[src/hw/uasc_pkg.sv]
// Purpose: Shared constants and register layouts of the serial status block
// Assumes: Byte wide registers on a plain strobe port
// Notes: Bit times are counted in baud periods of the bit clock
package uasc_pkg;
  localparam int CLK_HZ = 125_000_000;
  localparam int BAUD_HZ = 115_200;
  localparam int CPB_DEF = CLK_HZ / BAUD_HZ;
  localparam int CPB_MIN = 8;
  localparam int CPB_MAX = 65535;
  localparam logic [2:0] ADDR_STAT = 3'h0;
  localparam logic [2:0] ADDR_MODE = 3'h1;
  localparam logic [2:0] ADDR_AUX = 3'h2;
  localparam logic [2:0] ADDR_C3 = 3'h3;
  localparam logic [2:0] ADDR_DATA = 3'h4;
  localparam logic [7:0] STAT_RST = 8'hc0;
  localparam logic [7:0] MODE_RST = 8'h00;
  localparam logic [7:0] AUX_RST = 8'h00;
  localparam logic [7:0] C3_RST = 8'h00;
  localparam logic [7:0] RX_FLAG_MASK = 8'h3f;
  localparam logic [7:0] TX_FLAG_MASK = 8'hc0;
  localparam logic [4:0] FRAME_BITS = 5'h0a;
  localparam logic [4:0] BRK_TX_SHORT = 5'h0a;
  localparam logic [4:0] BRK_TX_LONG = 5'h0d;
  localparam logic [4:0] BRK_RX_SHORT = 5'h0a;
  localparam logic [4:0] BRK_RX_LONG = 5'h0b;
  typedef struct packed {
    logic tdre; logic tc; logic rx_full_flag; logic idle;
    logic overrun; logic noise_flag; logic framing_error_flag;
    logic parity_error_flag;
  } uasc_stat_t;
  typedef struct packed {
    logic loop_select; logic rx_source_select; logic nine_bit;
    logic parity_en; logic tx_en; logic rx_en; logic rx_wakeup_standby;
    logic send_break;
  } uasc_mode_t;
  typedef struct packed {
    logic break_detected_flag; logic rx_edge_flag; logic rsvd;
    logic rx_invert; logic wake_idle_detect; logic long_break_tx;
    logic break_detect_enable; logic rx_active_flag;
  } uasc_aux_t;
  typedef struct packed {
    logic rx_ninth_bit; logic tx_ninth_bit; logic single_wire_direction;
    logic tx_invert; logic overrun_irq_enable; logic noise_irq_enable;
    logic framing_irq_enable; logic parity_irq_enable;
  } uasc_c3_t;
endpackage : uasc_pkg

[src/hw/uasc_link_if.sv]
// Purpose: Link between register core and the two serial engines
// Assumes: Single clock domain
// Notes: Engine pulses last one clock
`timescale 1ns/1ns
interface uasc_link_if;
  logic nine_bit, rx_en, rx_line, rx_busy, frame_vld, fe, nf, valid_start;
  logic [8:0] rx_data;
  logic [8:0] tx_data;
  logic tx_req, brk_req, brk_long, ack_data, ack_brk, tx_busy, tx_line;
  modport ctl(output nine_bit, rx_en, rx_line, tx_data, tx_req, brk_req,
    brk_long, input rx_busy, frame_vld, fe, nf, valid_start, rx_data,
    ack_data, ack_brk, tx_busy, tx_line);
  modport rx(input nine_bit, rx_en, rx_line,
    output rx_busy, frame_vld, fe, nf, valid_start, rx_data);
  modport tx(input nine_bit, tx_data, tx_req, brk_req, brk_long,
    output ack_data, ack_brk, tx_busy, tx_line);
endinterface : uasc_link_if

[src/hw/uasc_rx.sv]
// Purpose: Receive framing engine, mid-bit sampling
// Assumes: Line already synchronised and polarity corrected
// Notes: Holds after a low stop bit so a break yields one frame
`timescale 1ns/1ns
module uasc_rx #(parameter int CPB = 16) (
  input wire logic clk,
  input wire logic srst,
  uasc_link_if.rx lk
);
  typedef enum logic [2:0] {RX_IDLE, RX_START, RX_BITS, RX_STOP,
    RX_HOLD} uasc_rx_st_t;
  localparam logic [15:0] HALF = 16'(CPB / 2);
  localparam logic [15:0] LAST = 16'(CPB - 1);
  localparam logic [15:0] PRE = 16'(CPB - 2);
  uasc_rx_st_t st_r;
  logic [15:0] cnt_r;
  logic [3:0] idx_r;
  logic [8:0] sh_r;
  logic nf_r, prev_r;
  wire logic at_last = cnt_r == LAST;
  wire logic [3:0] last_idx = lk.nine_bit ? 4'h8 : 4'h7;
  assign lk.rx_busy = st_r != RX_IDLE;
  always_ff @(posedge clk)
  begin
    lk.frame_vld <= 1'b0;
    lk.valid_start <= 1'b0;
    if (srst)
    begin
      st_r <= RX_IDLE;
      cnt_r <= 16'h0000;
      idx_r <= 4'h0;
      sh_r <= 9'h000;
      nf_r <= 1'b0;
      prev_r <= 1'b1;
      lk.rx_data <= 9'h000;
      lk.fe <= 1'b0;
      lk.nf <= 1'b0;
    end
    else
    begin
      cnt_r <= (st_r == RX_IDLE || at_last) ? 16'h0000 : cnt_r + 16'h0001;
      if (cnt_r == PRE)
        prev_r <= lk.rx_line;
      case (st_r)
        RX_IDLE:
          if (lk.rx_en && !lk.rx_line)
          begin
            st_r <= RX_START;
            nf_r <= 1'b0;
          end
        RX_START:
          if (cnt_r == HALF)
          begin
            cnt_r <= 16'h0000;
            idx_r <= 4'h0;
            st_r <= lk.rx_line ? RX_IDLE : RX_BITS;
            lk.valid_start <= !lk.rx_line;
          end
        RX_BITS:
          if (at_last)
          begin
            sh_r <= {lk.rx_line, sh_r[8:1]};
            nf_r <= nf_r | (prev_r != lk.rx_line);
            idx_r <= idx_r + 4'h1;
            if (idx_r == last_idx)
              st_r <= RX_STOP;
          end
        RX_STOP:
          if (at_last)
          begin
            lk.frame_vld <= 1'b1;
            lk.rx_data <= lk.nine_bit ? sh_r : {1'b0, sh_r[8:1]};
            lk.fe <= !lk.rx_line;
            lk.nf <= nf_r | (prev_r != lk.rx_line);
            st_r <= lk.rx_line ? RX_IDLE : RX_HOLD;
          end
        RX_HOLD:
          if (lk.rx_line)
            st_r <= RX_IDLE;
        default:
          st_r <= RX_IDLE;
      endcase
    end
  end
endmodule : uasc_rx

[src/hw/uasc_top.sv]
// Purpose: Status, control and data port of an async serial transceiver
// Assumes: Plain strobe register port, one clock, pins from outside
// Notes: Rx pin and tx pin input pass a three stage synchroniser
// Function
// - Break flag sets on break with detection enabled; write one clears
// - Edge flag sets on falling rx edge, rising if inverted; w1c
// - Receive inversion applies to everything the receiver sees
// - Waking idle in standby sets idle flag only if wake-idle bit set
// - Sent break is 10 or 13 bit times, one more in nine-bit mode
// - Break detected after 10 low bits, or 11 when enabled, plus nine
// - Break detection enabled blocks framing error and rx-full flags
// - Rx-active sets on valid start bit, clears on idle line
// - Held tx ninth bit leaves with the data byte after data write
// - Single-wire mode: direction bit turns tx pin input or output
// - Transmit inversion applies to every transmitted level
// - Overrun flag with its enable raises the error request
// - Noise flag with its enable raises the error request
// - Framing flag with its enable raises the error request
// - Parity flag with its enable raises the error request
// - Data address reads rx buffer, writes separate tx buffer
// - Nine-bit select chooses 11-bit frames instead of 10-bit
// - Rx-full clears by status read with flag set, then data read
//
// Design decisions made here: the address-and-strobe port and the address map.
`timescale 1ns/1ns
module uasc_top #(parameter int CPB = uasc_pkg::CPB_DEF) (
  input wire logic clk,
  input wire logic srst,
  input wire logic [2:0] addr,
  input wire logic [7:0] wdata,
  input wire logic wr,
  input wire logic rd,
  output logic [7:0] rdata,
  input wire logic rxd,
  input wire logic txd_in,
  output logic txd_out,
  output logic txd_oe,
  output logic err_irq
);
  generate
    if (CPB < uasc_pkg::CPB_MIN || CPB > uasc_pkg::CPB_MAX)
    begin : g_bad_cpb
      $error("CPB out of range");
    end
  endgenerate

  localparam logic [15:0] BIT_LAST = 16'(CPB - 1);

  function automatic logic hit(input logic [2:0] a, input logic [2:0] want,
    input logic strobe);
    hit = strobe && (a == want);
  endfunction : hit

  uasc_link_if lnk();

  uasc_rx #(.CPB(CPB)) u_rx (
    .clk(clk),
    .srst(srst),
    .lk(lnk)
  );

  uasc_tx #(.CPB(CPB)) u_tx (
    .clk(clk),
    .srst(srst),
    .lk(lnk)
  );

  uasc_pkg::uasc_stat_t stat_r, stat_nxt;
  uasc_pkg::uasc_mode_t mode_r;
  uasc_pkg::uasc_aux_t aux_r;
  uasc_pkg::uasc_c3_t c3_r;
  logic [7:0] rx_buf_r, tx_buf_r, arm_r, rdata_r;
  logic [2:0] rx_s_r, tp_s_r;
  logic rx_pin_r, tp_pin_r, raw_d_r;
  logic txd_out_r, txd_oe_r, err_irq_r;
  logic brk_pend_r, idle_arm_r, tx_idle_d_r, raf_r;
  logic [15:0] lo_clk_r, hi_clk_r;
  logic [4:0] lo_bits_r, hi_bits_r;
  logic brk_done_r, hi_arm_r;

  wire logic wr_mode = hit(addr, uasc_pkg::ADDR_MODE, wr);
  wire logic wr_aux = hit(addr, uasc_pkg::ADDR_AUX, wr);
  wire logic wr_c3 = hit(addr, uasc_pkg::ADDR_C3, wr);
  wire logic wr_data = hit(addr, uasc_pkg::ADDR_DATA, wr);
  wire logic rd_stat = hit(addr, uasc_pkg::ADDR_STAT, rd);
  wire logic rd_data = hit(addr, uasc_pkg::ADDR_DATA, rd);

  // Line selection and polarity
  wire logic single_wire = mode_r.loop_select & mode_r.rx_source_select;
  wire logic tx_pin_val = lnk.tx_line ^ c3_r.tx_invert;
  wire logic raw_line = !mode_r.loop_select ? rx_pin_r :
    (mode_r.rx_source_select ? tp_pin_r : txd_out_r);
  wire logic rx_line = raw_line ^ aux_r.rx_invert;
  wire logic act_edge = aux_r.rx_invert ? (!raw_d_r && raw_line) :
    (raw_d_r && !raw_line);

  assign lnk.rx_line = rx_line;
  assign lnk.rx_en = mode_r.rx_en;
  assign lnk.nine_bit = mode_r.nine_bit;
  assign lnk.tx_data = {c3_r.tx_ninth_bit, tx_buf_r};
  assign lnk.tx_req = !stat_r.tdre && mode_r.tx_en;
  assign lnk.brk_req = (brk_pend_r | mode_r.send_break) & mode_r.tx_en;
  assign lnk.brk_long = aux_r.long_break_tx;

  // Break length counting on the corrected line
  wire logic lo_bit_end = lo_clk_r == BIT_LAST;
  wire logic [4:0] brk_thr = (aux_r.break_detect_enable ?
    uasc_pkg::BRK_RX_LONG : uasc_pkg::BRK_RX_SHORT) +
    {4'h0, mode_r.nine_bit};
  wire logic brk_hit = !rx_line && mode_r.rx_en && lo_bit_end &&
    !brk_done_r && (lo_bits_r + 5'h01 == brk_thr);

  // Idle line after a frame
  wire logic hi_bit_end = hi_clk_r == BIT_LAST;
  wire logic [4:0] idle_thr = uasc_pkg::FRAME_BITS +
    {4'h0, mode_r.nine_bit};
  wire logic idle_hit = hi_arm_r && rx_line && !lnk.rx_busy &&
    hi_bit_end && (hi_bits_r + 5'h01 == idle_thr);

  // Frame acceptance
  wire logic frame_ok = lnk.frame_vld && !aux_r.break_detect_enable &&
    !mode_r.rx_wakeup_standby;
  wire logic rx_full_flag_set = frame_ok && !stat_r.rx_full_flag;
  wire logic or_set = frame_ok && stat_r.rx_full_flag;
  wire logic par_bad = mode_r.parity_en && (mode_r.nine_bit ?
    ^lnk.rx_data : ^lnk.rx_data[7:0]);
  wire logic idle_set = idle_hit && (mode_r.rx_wakeup_standby ?
    aux_r.wake_idle_detect : idle_arm_r);
  wire logic tx_idle = stat_r.tdre && !lnk.tx_busy && !lnk.brk_req;

  wire logic [7:0] flag_set = {lnk.ack_data, tx_idle && !tx_idle_d_r,
    rx_full_flag_set, idle_set, or_set, rx_full_flag_set && lnk.nf, rx_full_flag_set && lnk.fe,
    rx_full_flag_set && par_bad};
  wire logic [7:0] clr_mask = (rd_data ? uasc_pkg::RX_FLAG_MASK : 8'h00) |
    (wr_data ? uasc_pkg::TX_FLAG_MASK : 8'h00);
  wire logic [7:0] flag_clr = arm_r & clr_mask;
  // Set wins so an event in the clearing cycle is kept
  assign stat_nxt = (stat_r & ~flag_clr) | flag_set;

  wire logic [3:0] err_vec = {c3_r.overrun_irq_enable & stat_r.overrun,
    c3_r.noise_irq_enable & stat_r.noise_flag,
    c3_r.framing_irq_enable & stat_r.framing_error_flag,
    c3_r.parity_irq_enable & stat_r.parity_error_flag};

  wire logic [7:0] rd_mux =
    (addr == uasc_pkg::ADDR_STAT) ? stat_r :
    (addr == uasc_pkg::ADDR_MODE) ? mode_r :
    (addr == uasc_pkg::ADDR_AUX) ? aux_r :
    (addr == uasc_pkg::ADDR_C3) ? c3_r :
    (addr == uasc_pkg::ADDR_DATA) ? rx_buf_r : 8'h00;

  // Three stage synchronisers; change taken when stages two and three agree
  always_ff @(posedge clk)
  begin
    if (srst)
    begin
      rx_s_r <= 3'h7;
      tp_s_r <= 3'h7;
      rx_pin_r <= 1'b1;
      tp_pin_r <= 1'b1;
      raw_d_r <= 1'b1;
    end
    else
    begin
      rx_s_r <= {rx_s_r[1:0], rxd};
      tp_s_r <= {tp_s_r[1:0], txd_in};
      if (rx_s_r[1] == rx_s_r[2])
        rx_pin_r <= rx_s_r[2];
      if (tp_s_r[1] == tp_s_r[2])
        tp_pin_r <= tp_s_r[2];
      raw_d_r <= raw_line;
    end
  end

  always_ff @(posedge clk)
  begin
    if (srst || rx_line || !mode_r.rx_en)
    begin
      lo_clk_r <= 16'h0000;
      lo_bits_r <= 5'h00;
      brk_done_r <= 1'b0;
    end
    else
    begin
      lo_clk_r <= lo_bit_end ? 16'h0000 : lo_clk_r + 16'h0001;
      if (lo_bit_end)
        lo_bits_r <= lo_bits_r + 5'h01;
      if (brk_hit)
        brk_done_r <= 1'b1;
    end
  end

  always_ff @(posedge clk)
  begin
    if (srst || !rx_line || lnk.rx_busy)
    begin
      hi_clk_r <= 16'h0000;
      hi_bits_r <= 5'h00;
    end
    else
    begin
      hi_clk_r <= hi_bit_end ? 16'h0000 : hi_clk_r + 16'h0001;
      if (hi_bit_end)
        hi_bits_r <= hi_bits_r + 5'h01;
    end
  end

  // Idle is reported once per burst of activity
  always_ff @(posedge clk)
  begin
    if (srst)
    begin
      hi_arm_r <= 1'b0;
      raf_r <= 1'b0;
      idle_arm_r <= 1'b0;
    end
    else
    begin
      hi_arm_r <= lnk.frame_vld | (hi_arm_r & !idle_hit);
      raf_r <= lnk.valid_start | (raf_r & !idle_hit);
      idle_arm_r <= rx_full_flag_set | (idle_arm_r & !idle_set);
    end
  end

  // Status and clear-sequence arming
  always_ff @(posedge clk)
  begin
    if (srst)
    begin
      stat_r <= uasc_pkg::STAT_RST;
      arm_r <= 8'h00;
      tx_idle_d_r <= 1'b1;
    end
    else
    begin
      stat_r <= stat_nxt;
      arm_r <= rd_stat ? stat_r : (arm_r & ~clr_mask);
      tx_idle_d_r <= tx_idle;
    end
  end

  // Receive buffer; ninth bit lands beside it in the same cycle
  always_ff @(posedge clk)
  begin
    if (srst)
      rx_buf_r <= 8'h00;
    else if (rx_full_flag_set)
      rx_buf_r <= lnk.rx_data[7:0];
  end

  // Tx buffer is write-only and separate from the rx buffer
  always_ff @(posedge clk)
  begin
    if (srst)
      tx_buf_r <= 8'h00;
    else if (wr_data)
      tx_buf_r <= wdata;
  end

  // Sbk written 0 to 1 queues one break; holding it queues more
  always_ff @(posedge clk)
  begin
    if (srst)
      brk_pend_r <= 1'b0;
    else if (wr_mode && wdata[0] && !mode_r.send_break)
      brk_pend_r <= 1'b1;
    else if (lnk.ack_brk)
      brk_pend_r <= 1'b0;
  end

  always_ff @(posedge clk)
  begin
    if (srst)
      mode_r <= uasc_pkg::MODE_RST;
    else if (wr_mode)
      mode_r <= wdata;
    else if (idle_hit)
      mode_r.rx_wakeup_standby <= 1'b0;
  end

  always_ff @(posedge clk)
  begin
    if (srst)
      aux_r <= uasc_pkg::AUX_RST;
    else
    begin
      aux_r.break_detected_flag <= (brk_hit &&
        aux_r.break_detect_enable) || (aux_r.break_detected_flag &&
        !(wr_aux && wdata[7]));
      aux_r.rx_edge_flag <= act_edge || (aux_r.rx_edge_flag &&
        !(wr_aux && wdata[6]));
      aux_r.rsvd <= 1'b0;
      aux_r.rx_active_flag <= raf_r;
      if (wr_aux)
        aux_r[4:1] <= wdata[4:1];
    end
  end

  always_ff @(posedge clk)
  begin
    if (srst)
      c3_r <= uasc_pkg::C3_RST;
    else
    begin
      if (wr_c3)
        c3_r[6:0] <= wdata[6:0];
      if (rx_full_flag_set)
        c3_r.rx_ninth_bit <= lnk.rx_data[8] & mode_r.nine_bit;
    end
  end

  // Pins, read data and error request
  always_ff @(posedge clk)
  begin
    if (srst)
    begin
      txd_out_r <= 1'b1;
      txd_oe_r <= 1'b1;
      rdata_r <= 8'h00;
      err_irq_r <= 1'b0;
    end
    else
    begin
      txd_out_r <= tx_pin_val;
      txd_oe_r <= single_wire ? c3_r.single_wire_direction : 1'b1;
      rdata_r <= rd ? rd_mux : 8'h00;
      err_irq_r <= |err_vec;
    end
  end

  assign rdata = rdata_r;
  assign txd_out = txd_out_r;
  assign txd_oe = txd_oe_r;
  assign err_irq = err_irq_r;
endmodule : uasc_top

[src/hw/uasc_tx.sv]
// Purpose: Transmit shifter for data frames and break characters
// Assumes: Line polarity applied by the caller
// Notes: Data takes precedence over a queued break
`timescale 1ns/1ns
module uasc_tx #(parameter int CPB = 16) (
  input wire logic clk,
  input wire logic srst,
  uasc_link_if.tx lk
);
  typedef enum logic {TX_IDLE, TX_SEND} uasc_tx_st_t;
  localparam logic [15:0] LAST = 16'(CPB - 1);
  uasc_tx_st_t st_r;
  logic [11:0] sh_r;
  logic [4:0] left_r;
  logic [15:0] cnt_r;
  wire logic [4:0] brk_len = (lk.brk_long ? uasc_pkg::BRK_TX_LONG :
    uasc_pkg::BRK_TX_SHORT) + {4'h0, lk.nine_bit};
  wire logic [4:0] frm_len = uasc_pkg::FRAME_BITS + {4'h0, lk.nine_bit};
  assign lk.tx_busy = st_r == TX_SEND;
  assign lk.tx_line = (st_r == TX_SEND) ? sh_r[0] : 1'b1;
  always_ff @(posedge clk)
  begin
    lk.ack_data <= 1'b0;
    lk.ack_brk <= 1'b0;
    if (srst)
    begin
      st_r <= TX_IDLE;
      sh_r <= 12'hfff;
      left_r <= 5'h00;
      cnt_r <= 16'h0000;
    end
    else if (st_r == TX_IDLE)
    begin
      cnt_r <= 16'h0000;
      if (lk.tx_req)
      begin
        sh_r <= lk.nine_bit ? {2'b11, lk.tx_data, 1'b0} :
          {3'b111, lk.tx_data[7:0], 1'b0};
        left_r <= frm_len - 5'h01;
        lk.ack_data <= 1'b1;
        st_r <= TX_SEND;
      end
      else if (lk.brk_req)
      begin
        sh_r <= 12'h000;
        left_r <= brk_len - 5'h01;
        lk.ack_brk <= 1'b1;
        st_r <= TX_SEND;
      end
    end
    else if (cnt_r == LAST)
    begin
      cnt_r <= 16'h0000;
      sh_r <= {1'b0, sh_r[11:1]};
      left_r <= left_r - 5'h01;
      if (left_r == 5'h00)
        st_r <= TX_IDLE;
    end
    else
      cnt_r <= cnt_r + 16'h0001;
  end
endmodule : uasc_tx

[config.mk]
export PLATFORM = sky130hd
export DESIGN_NAME = uasc_top
export DESIGN_NICKNAME = d
export VERILOG_FILES = /design/src/hw/uasc_pkg.sv /design/src/hw/uasc_link_if.sv /design/src/hw/uasc_rx.sv /design/src/hw/uasc_top.sv /design/src/hw/uasc_tx.sv
export SDC_FILE = /design/constraint.sdc
export NUM_CORES = 1
export LEC_CHECK = 0
export ABC_AREA = 0
export BUFFER_PORTS_ARGS = -buffer_cell sky130_fd_sc_hd__buf_2
export CAP_MARGIN = 20
export CORE_UTILIZATION = 60
export CTS_BUF_LIST = sky130_fd_sc_hd__clkbuf_16
export DETAILED_ROUTE_END_ITERATION = 10
export PLACE_DENSITY_LB_ADDON = 0.12
export SLEW_MARGIN = 10
export SYNTH_ARGS = -nofsm -noshare
export SYNTH_HDL_FRONTEND = slang
export SYNTH_SLANG_ARGS = --single-unit
[constraint.sdc]
create_clock -name clk -period 5.2 [get_ports clk]
set_input_delay 0.78 -clock clk [delete_from_list [all_inputs] [get_ports clk]]
set_output_delay 0.78 -clock clk [all_outputs]
set_load 0.005 [all_outputs]
After elaboration in Yosys (flattened, before gate mapping)
Index checks and enable logic that the tools add are counted.

storage, ports and cells
  register bits after elaboration = 207
  bits of input ports = 17

operators by class
  add/sub/neg operators = 13
  equality and inequality tests = 27
  mux-type cells = 56
  bitwise operators = 30
  reduce and logical (&&, ||, !) cells = 88

operators by type and width
  operator                                                number
  equality test 16 x 11 -> 1 bit (second input constant)  5
  adder 16 x 1 -> 16 bit (second input constant)          4
  2-to-1 mux 8 bit                                        7
  2-to-1 mux 12 bit                                       4
  2-to-1 mux 16 bit                                       3
  logical AND 1 bit                                       36
  AND 8 bit                                               3
  2-to-1 mux 3 bit                                        8
  2-to-1 mux 1 bit                                        20
  2-to-1 mux 5 bit                                        4
  zero test 1 bit                                         18
  equality test 16 x 10 -> 1 bit (second input constant)  1
  inverter 8 bit                                          2
  one-hot mux 3 bit (5 select lines)                      1
  subtractor 5 x 1 -> 5 bit (second input constant)       3
  equality test 3 x 2 -> 1 bit (second input constant)    4
  2-to-1 mux 4 bit                                        3
  OR reduction 2 bit                                      6
  adder 5 x 1 -> 5 bit (second input constant)            2
  AND 1 bit                                               10
  equality test 5 bit                                     2
  2-to-1 mux 10 bit                                       1
  2-to-1 mux 9 bit                                        1
  OR reduction 3 bit                                      3
  31 further kinds                                        63

Depth between registers and ports, before layout
  depth in word-level cells = 11
  depth in mapped cells = 9

Modules after synthesis
From an unflattened synthesis, not the netlist that was laid out.

unflattened totals
  cells, all modules = 1043
  area total of the unflattened synthesis = 9211.3 µm²

modules (own cells, without submodules)
  module    instances  cells an instance  area each (µm²)
  uasc_top  1          604                5268.8
  uasc_rx   1          251                2174.6
  uasc_tx   1          188                1767.9

Worst setup path before layout
OpenSTA, ideal clock, no wires.

  kind = input -> register
  start = input port addr[0]
  end = register mode_r[1] (netlist name)
  library setup time = 151 ps
  data arrival time = 2316 ps
  data required time = 5049 ps
  path slack = 2733 ps
  stages = 6
  path buffers = 3
  cell sequence = clkbuf_1 -> buf_1 -> clkbuf_1 -> nand3_1 -> nand3b_1 -> o32ai_1

on the way
  cells in the longest elaborated chain, start to end = 3
  elaborated cells between the ends (all ways) = 4
  classes of those cells = eq/ne (1); mux (1); reduce/logical (2)

ends and longest elaborated chain
  what                                                           line             text
  from (decl)                                                    uasc_top.sv:29   input wire logic [2:0] addr,
  equality test 3 x 1 -> 1 bit (*)                               uasc_top.sv:51   hit = strobe && (a == want);
  logical AND 1 bit (*)                                          uasc_top.sv:51
  2-to-1 mux 1 bit / nonzero test 2 bit (equally long branches)  --
  to (signal assigned)                                           uasc_top.sv:274  mode_r <= uasc_pkg::MODE_RST;
  to (signal assigned)                                           uasc_top.sv:276  mode_r <= wdata;
  to (decl)                                                      uasc_top.sv:69   uasc_pkg::uasc_mode_t mode_r;

Mark *: on every way between the ends. The rest lies on a longest branch, timed or not.
A chain may end at the register's enable or synchronous reset.

Final worst setup path
  start = register u_rx.cnt_r[12]
  end = register u_rx.sh_r[6]

on the way
  cells in the longest elaborated chain, start to end = 2

ends and longest elaborated chain
  what                                  line           text
  from (decl)                           uasc_rx.sv:16  logic [15:0] cnt_r;
  from (signal assigned)                uasc_rx.sv:41  cnt_r <= (st_r == RX_IDLE || at_last) ? 16'h0000 : cnt_r + 16'h0001;
  equality test 16 x 11 -> 1 bit        uasc_rx.sv:20  wire logic at_last = cnt_r == LAST;
  AND reduction 2 bit (no source line)  --
  to (signal assigned)                  uasc_rx.sv:62  sh_r <= {lk.rx_line, sh_r[8:1]};
  to (decl)                             uasc_rx.sv:18  logic [8:0] sh_r;

No other way between the ends.

==> summary.md <==
| Metric | Value |
|---|---|
| Post-synth EDFFs | 0 |
| Setup TNS | 0 ns |
| WL final | around 18 mm |
| Hold WC Path Type | flop to flop |
| Internal power | 2.520 mW |
| Count of cell types in the netlist | 61 |
| Core Area | roughly 0.015 sq mm |
| Fin crit period | around 2.7 ns |
| R2R setup slack | around 2.5 ns |
| RSZ-0062 raised after global routing | false |
| Post-route DRC violation count | 0 |
| Worst slew margin | 34.67% |
| HP Start | tp_s_r[0] |
| Switching fraction of total power | 23.15% |
| Total Routing Usage GR | 23.66% |
| CTS resizes | 0 |
| Total grt overflow | 0 |
| Critical path class | flop to flop |
| Register area | 0.004124 sq mm |
| CTS Root Cell | clkbuf_16 |
| DP Area | slightly above 0.009 sq mm |
| Area of the mapped netlist | 0.009027 sq mm |
| Worst Path Required | around 5.6 ns |
| Crit path buf inv count | 0 |
| Cell Chain, Critical Path | or4_4 -> or4_1 -> nor2_1 -> nand2_1 -> a21oi_1 |
| Fin crit share | around 52% |
| Seq/Total Area, Yosys | 45.68% |
| Detail Route Antenna Nets | 0 |
| I/O Buffers | 27 |
| Comb power frac | ~7.0% |
| Placer Congestion | 0.8980 |
| Largest net degree at the start of global routing | 89 |
| Initial DRC count | 544 |
| Clock Skew | 0.01545 ns |
| Reg clk slew, reported paths | 0.06 ns |
| Critical Path Start | u_rx.cnt_r[12] |
| Max incr delay on CP | 0.74 ns |
| Worst path top cell family by delay | simple AND/OR/NAND/NOR gates |
| Die Wd | 124.7 microns |
| Fill cells | 1217 |
| Crit. End Element | flop |
| CTS H-Tree Depth | 1 |
| Pre-CTS setup slack | 2.401 ns |
| Clk sinks | 206 |
| First-pass GRT wire length | 31.19 mm |
| Final Instance Area | 0.009876 sq mm |
| Endpoints failing hold | 0 |
| Std-Cell Rows | 44 |
| Area growth from synthesis to layout | 9.397% |
| Final Non-Filler Cells | 1234 |
| Initial antenna violation count | 0 |
| Vias in the first global route | about 6500 |
| Drt pass-1 iters | 5 |
| Num CTS Buffers | 21 |
| Longest Clk Path Bufs | 3 |
| Maxcap violations | 0 |
| Max Slew Vio Count | 0 |
| Synth Area per Inst | about 8.7 sq um |
| Syn. warnings | 0 |
| Total power density per cell area | roughly 330 mW/mm^2 |
| Clk pwr share | 43.3% |
| Worst Max-Slew Pin Slew | between 0.9 and 1 ns |
| Post-synth ARST share | 0% |
| Via count | roughly 7000 |
| Die ar. | 0.01554 sq mm |
| Worst path slowest cell | or4_1 |
| Fin worst setup slack | 2.518 ns |
| Worst reg2reg startpoint | u_rx.cnt_r[12] |
| ANT cells | 0 |
| IO Pins | 28 |
| Initial core utilization | approximately 62% |
| Vias per inst | 5.639 |
| Hold-fix buffers, CTS | 0 |
| #FFs+latches synth | 206 |
| Worst skew pair latency | 0.49 ns |
| Flop pwr share | 49.7% |
| Syn Nets | between 1000 and 1500 |
| Multi-input gate area | 0.004603 sq mm |
| Layout cell share with drive strength beyond 1 | 7.333% |
| Nets | approximately 1100 |
| Dpl cells | 1197 |
| Leakage | 3.433 nW |
| Final setup violation count | 0 |
| Mapped Cells | 1032 |
| DP HPWL | 12.13 mm |
| Worst Setup Start Kind | flop |
| Status | finished clean |
| Drt wl/cell | between 10 and 15 microns |
| Fmax | 0.3728 GHz |
| Peak VDD IR | between 200 and 250 uV |
| Crit Path Max Fanout | 12 |
| Post-CTS Setup Repair Bufs | 0 |
| Tot Pwr | 3.279 mW |
| Crit path DAT | 3.10 ns |
| Net Sw Power | 0.7590 mW |
| Die height | 124.7 microns |
| Primary FF master, synth | dfxtp_1 |
| TritonCTS clock tree | done |
## power groups by stage
stage          logic [mW]  registers [mW]  clock network, mW
2_1_floorplan       0.185            1.65                  0
6_report            0.229            1.63               1.42
5_1_grt             0.258            1.63               1.51
4_1_cts             0.232            1.63               1.45
3_5_place_dp        0.227            1.66                  0
3_3_place_gp        0.227            1.67                  0
## cell families (layout without fill, tap and decap cells)
family,Yosys count,count (layout),share of synthesized area [%]
compound gates,160,160,11.95
simple gates,453,453,24.27
buf+inv,78,96,3.396
flops,206,206,45.68
xor+xnor,79,79,7.969
fa+ha+maj,16,16,2.218
mux,40,40,4.518
## layout make-up
type                       instances  area share [%]
multi-input combinational        748           46.61
sequential                       206           41.76
clock buffer                      21           5.321
tap                              184           2.331
timing repair buffer              31           1.672
clock inverter                    15           1.204
inverter                          29           1.102
## synth_stat cells, types with 13 or more instances
master / instances / area share (%)
o21ai_0: 13 / 0.72
mux2i_1: 37 / 4.1
a22oi_1: 21 / 1.7
nor3_1: 22 / 1.2
xnor2_1: 35 / 3.4
nand2b_1: 20 / 1.4
and3_1: 15 / 1.0
nand3_1: 35 / 1.9
a211o_1: 14 / 1.4
a211oi_1: 15 / 1.2
nand2_1: 116 / 4.8
ha_1: 16 / 2.2
inv_1: 29 / 1.2
xor2_1: 42 / 4.1
clkbuf_1: 42 / 1.7
a21oi_1: 60 / 3.3
dfxtp_1: 206 / 46
nor2_1: 156 / 6.5
## worst paths after layout
check	endpoint	cells past startpoint
min	tp_s_r[1]	1
max	u_rx.sh_r[6]	5
min reg2reg	tp_s_r[1]	1
max reg2reg	u_rx.sh_r[6]	5
## layer usage
metal / track usage [%] / part of all wire (%)
met4: 6.166 / 1.8
met1: 32.69 / 47
met2: 38.84 / 46
met5: 0 / 0
met3: 3.308 / 4.8
## stage by stage
stage / utilization, % / hold slack (ns)
6_report: 67.69 / 0.4089
5_1_grt: 67.69 / 0.4429
4_1_cts: 67.66 / 0.4079
3_5_place_dp: 63.24 / 0.3936
3_3_place_gp: 63.24 / 0.3956
2_1_floorplan: - / 0.3895
## cells in the final DEF, fill, tap and decap left out, drive strengths merged, types with 6 or more instances in the layout
| cell | count |
|---|---|
| dfxtp | 206 |
| nor2 | 157 |
| nand2 | 116 |
| a21oi | 60 |
| xor2 | 42 |
| inv | 38 |
| mux2i | 37 |
| nand3 | 35 |
| xnor2 | 35 |
| buf | 31 |
| nor3 | 22 |
| a22oi | 21 |
| clkbuf | 21 |
| nand2b | 20 |
| ha | 16 |
| a211oi | 16 |
| and3 | 15 |
| a211o | 14 |
| o21ai | 13 |
| nand4 | 10 |
| nor4 | 10 |
| nor2b | 9 |
| or2 | 9 |
| nand3b | 8 |
| o22a | 8 |
| nor3b | 7 |
| and4 | 7 |
| or3 | 6 |
## state kept, by name (all words and copies together) (netlist names), 9 cells and up
register         cells
lo_clk_r            16
u_tx.sh_r           12
hi_clk_r            16
u_tx.cnt_r          16
u_rx.sh_r            9
u_rx.lk.rx_data      9
u_rx.cnt_r          16
Note: power is estimated with default switching activity, not from simulation.
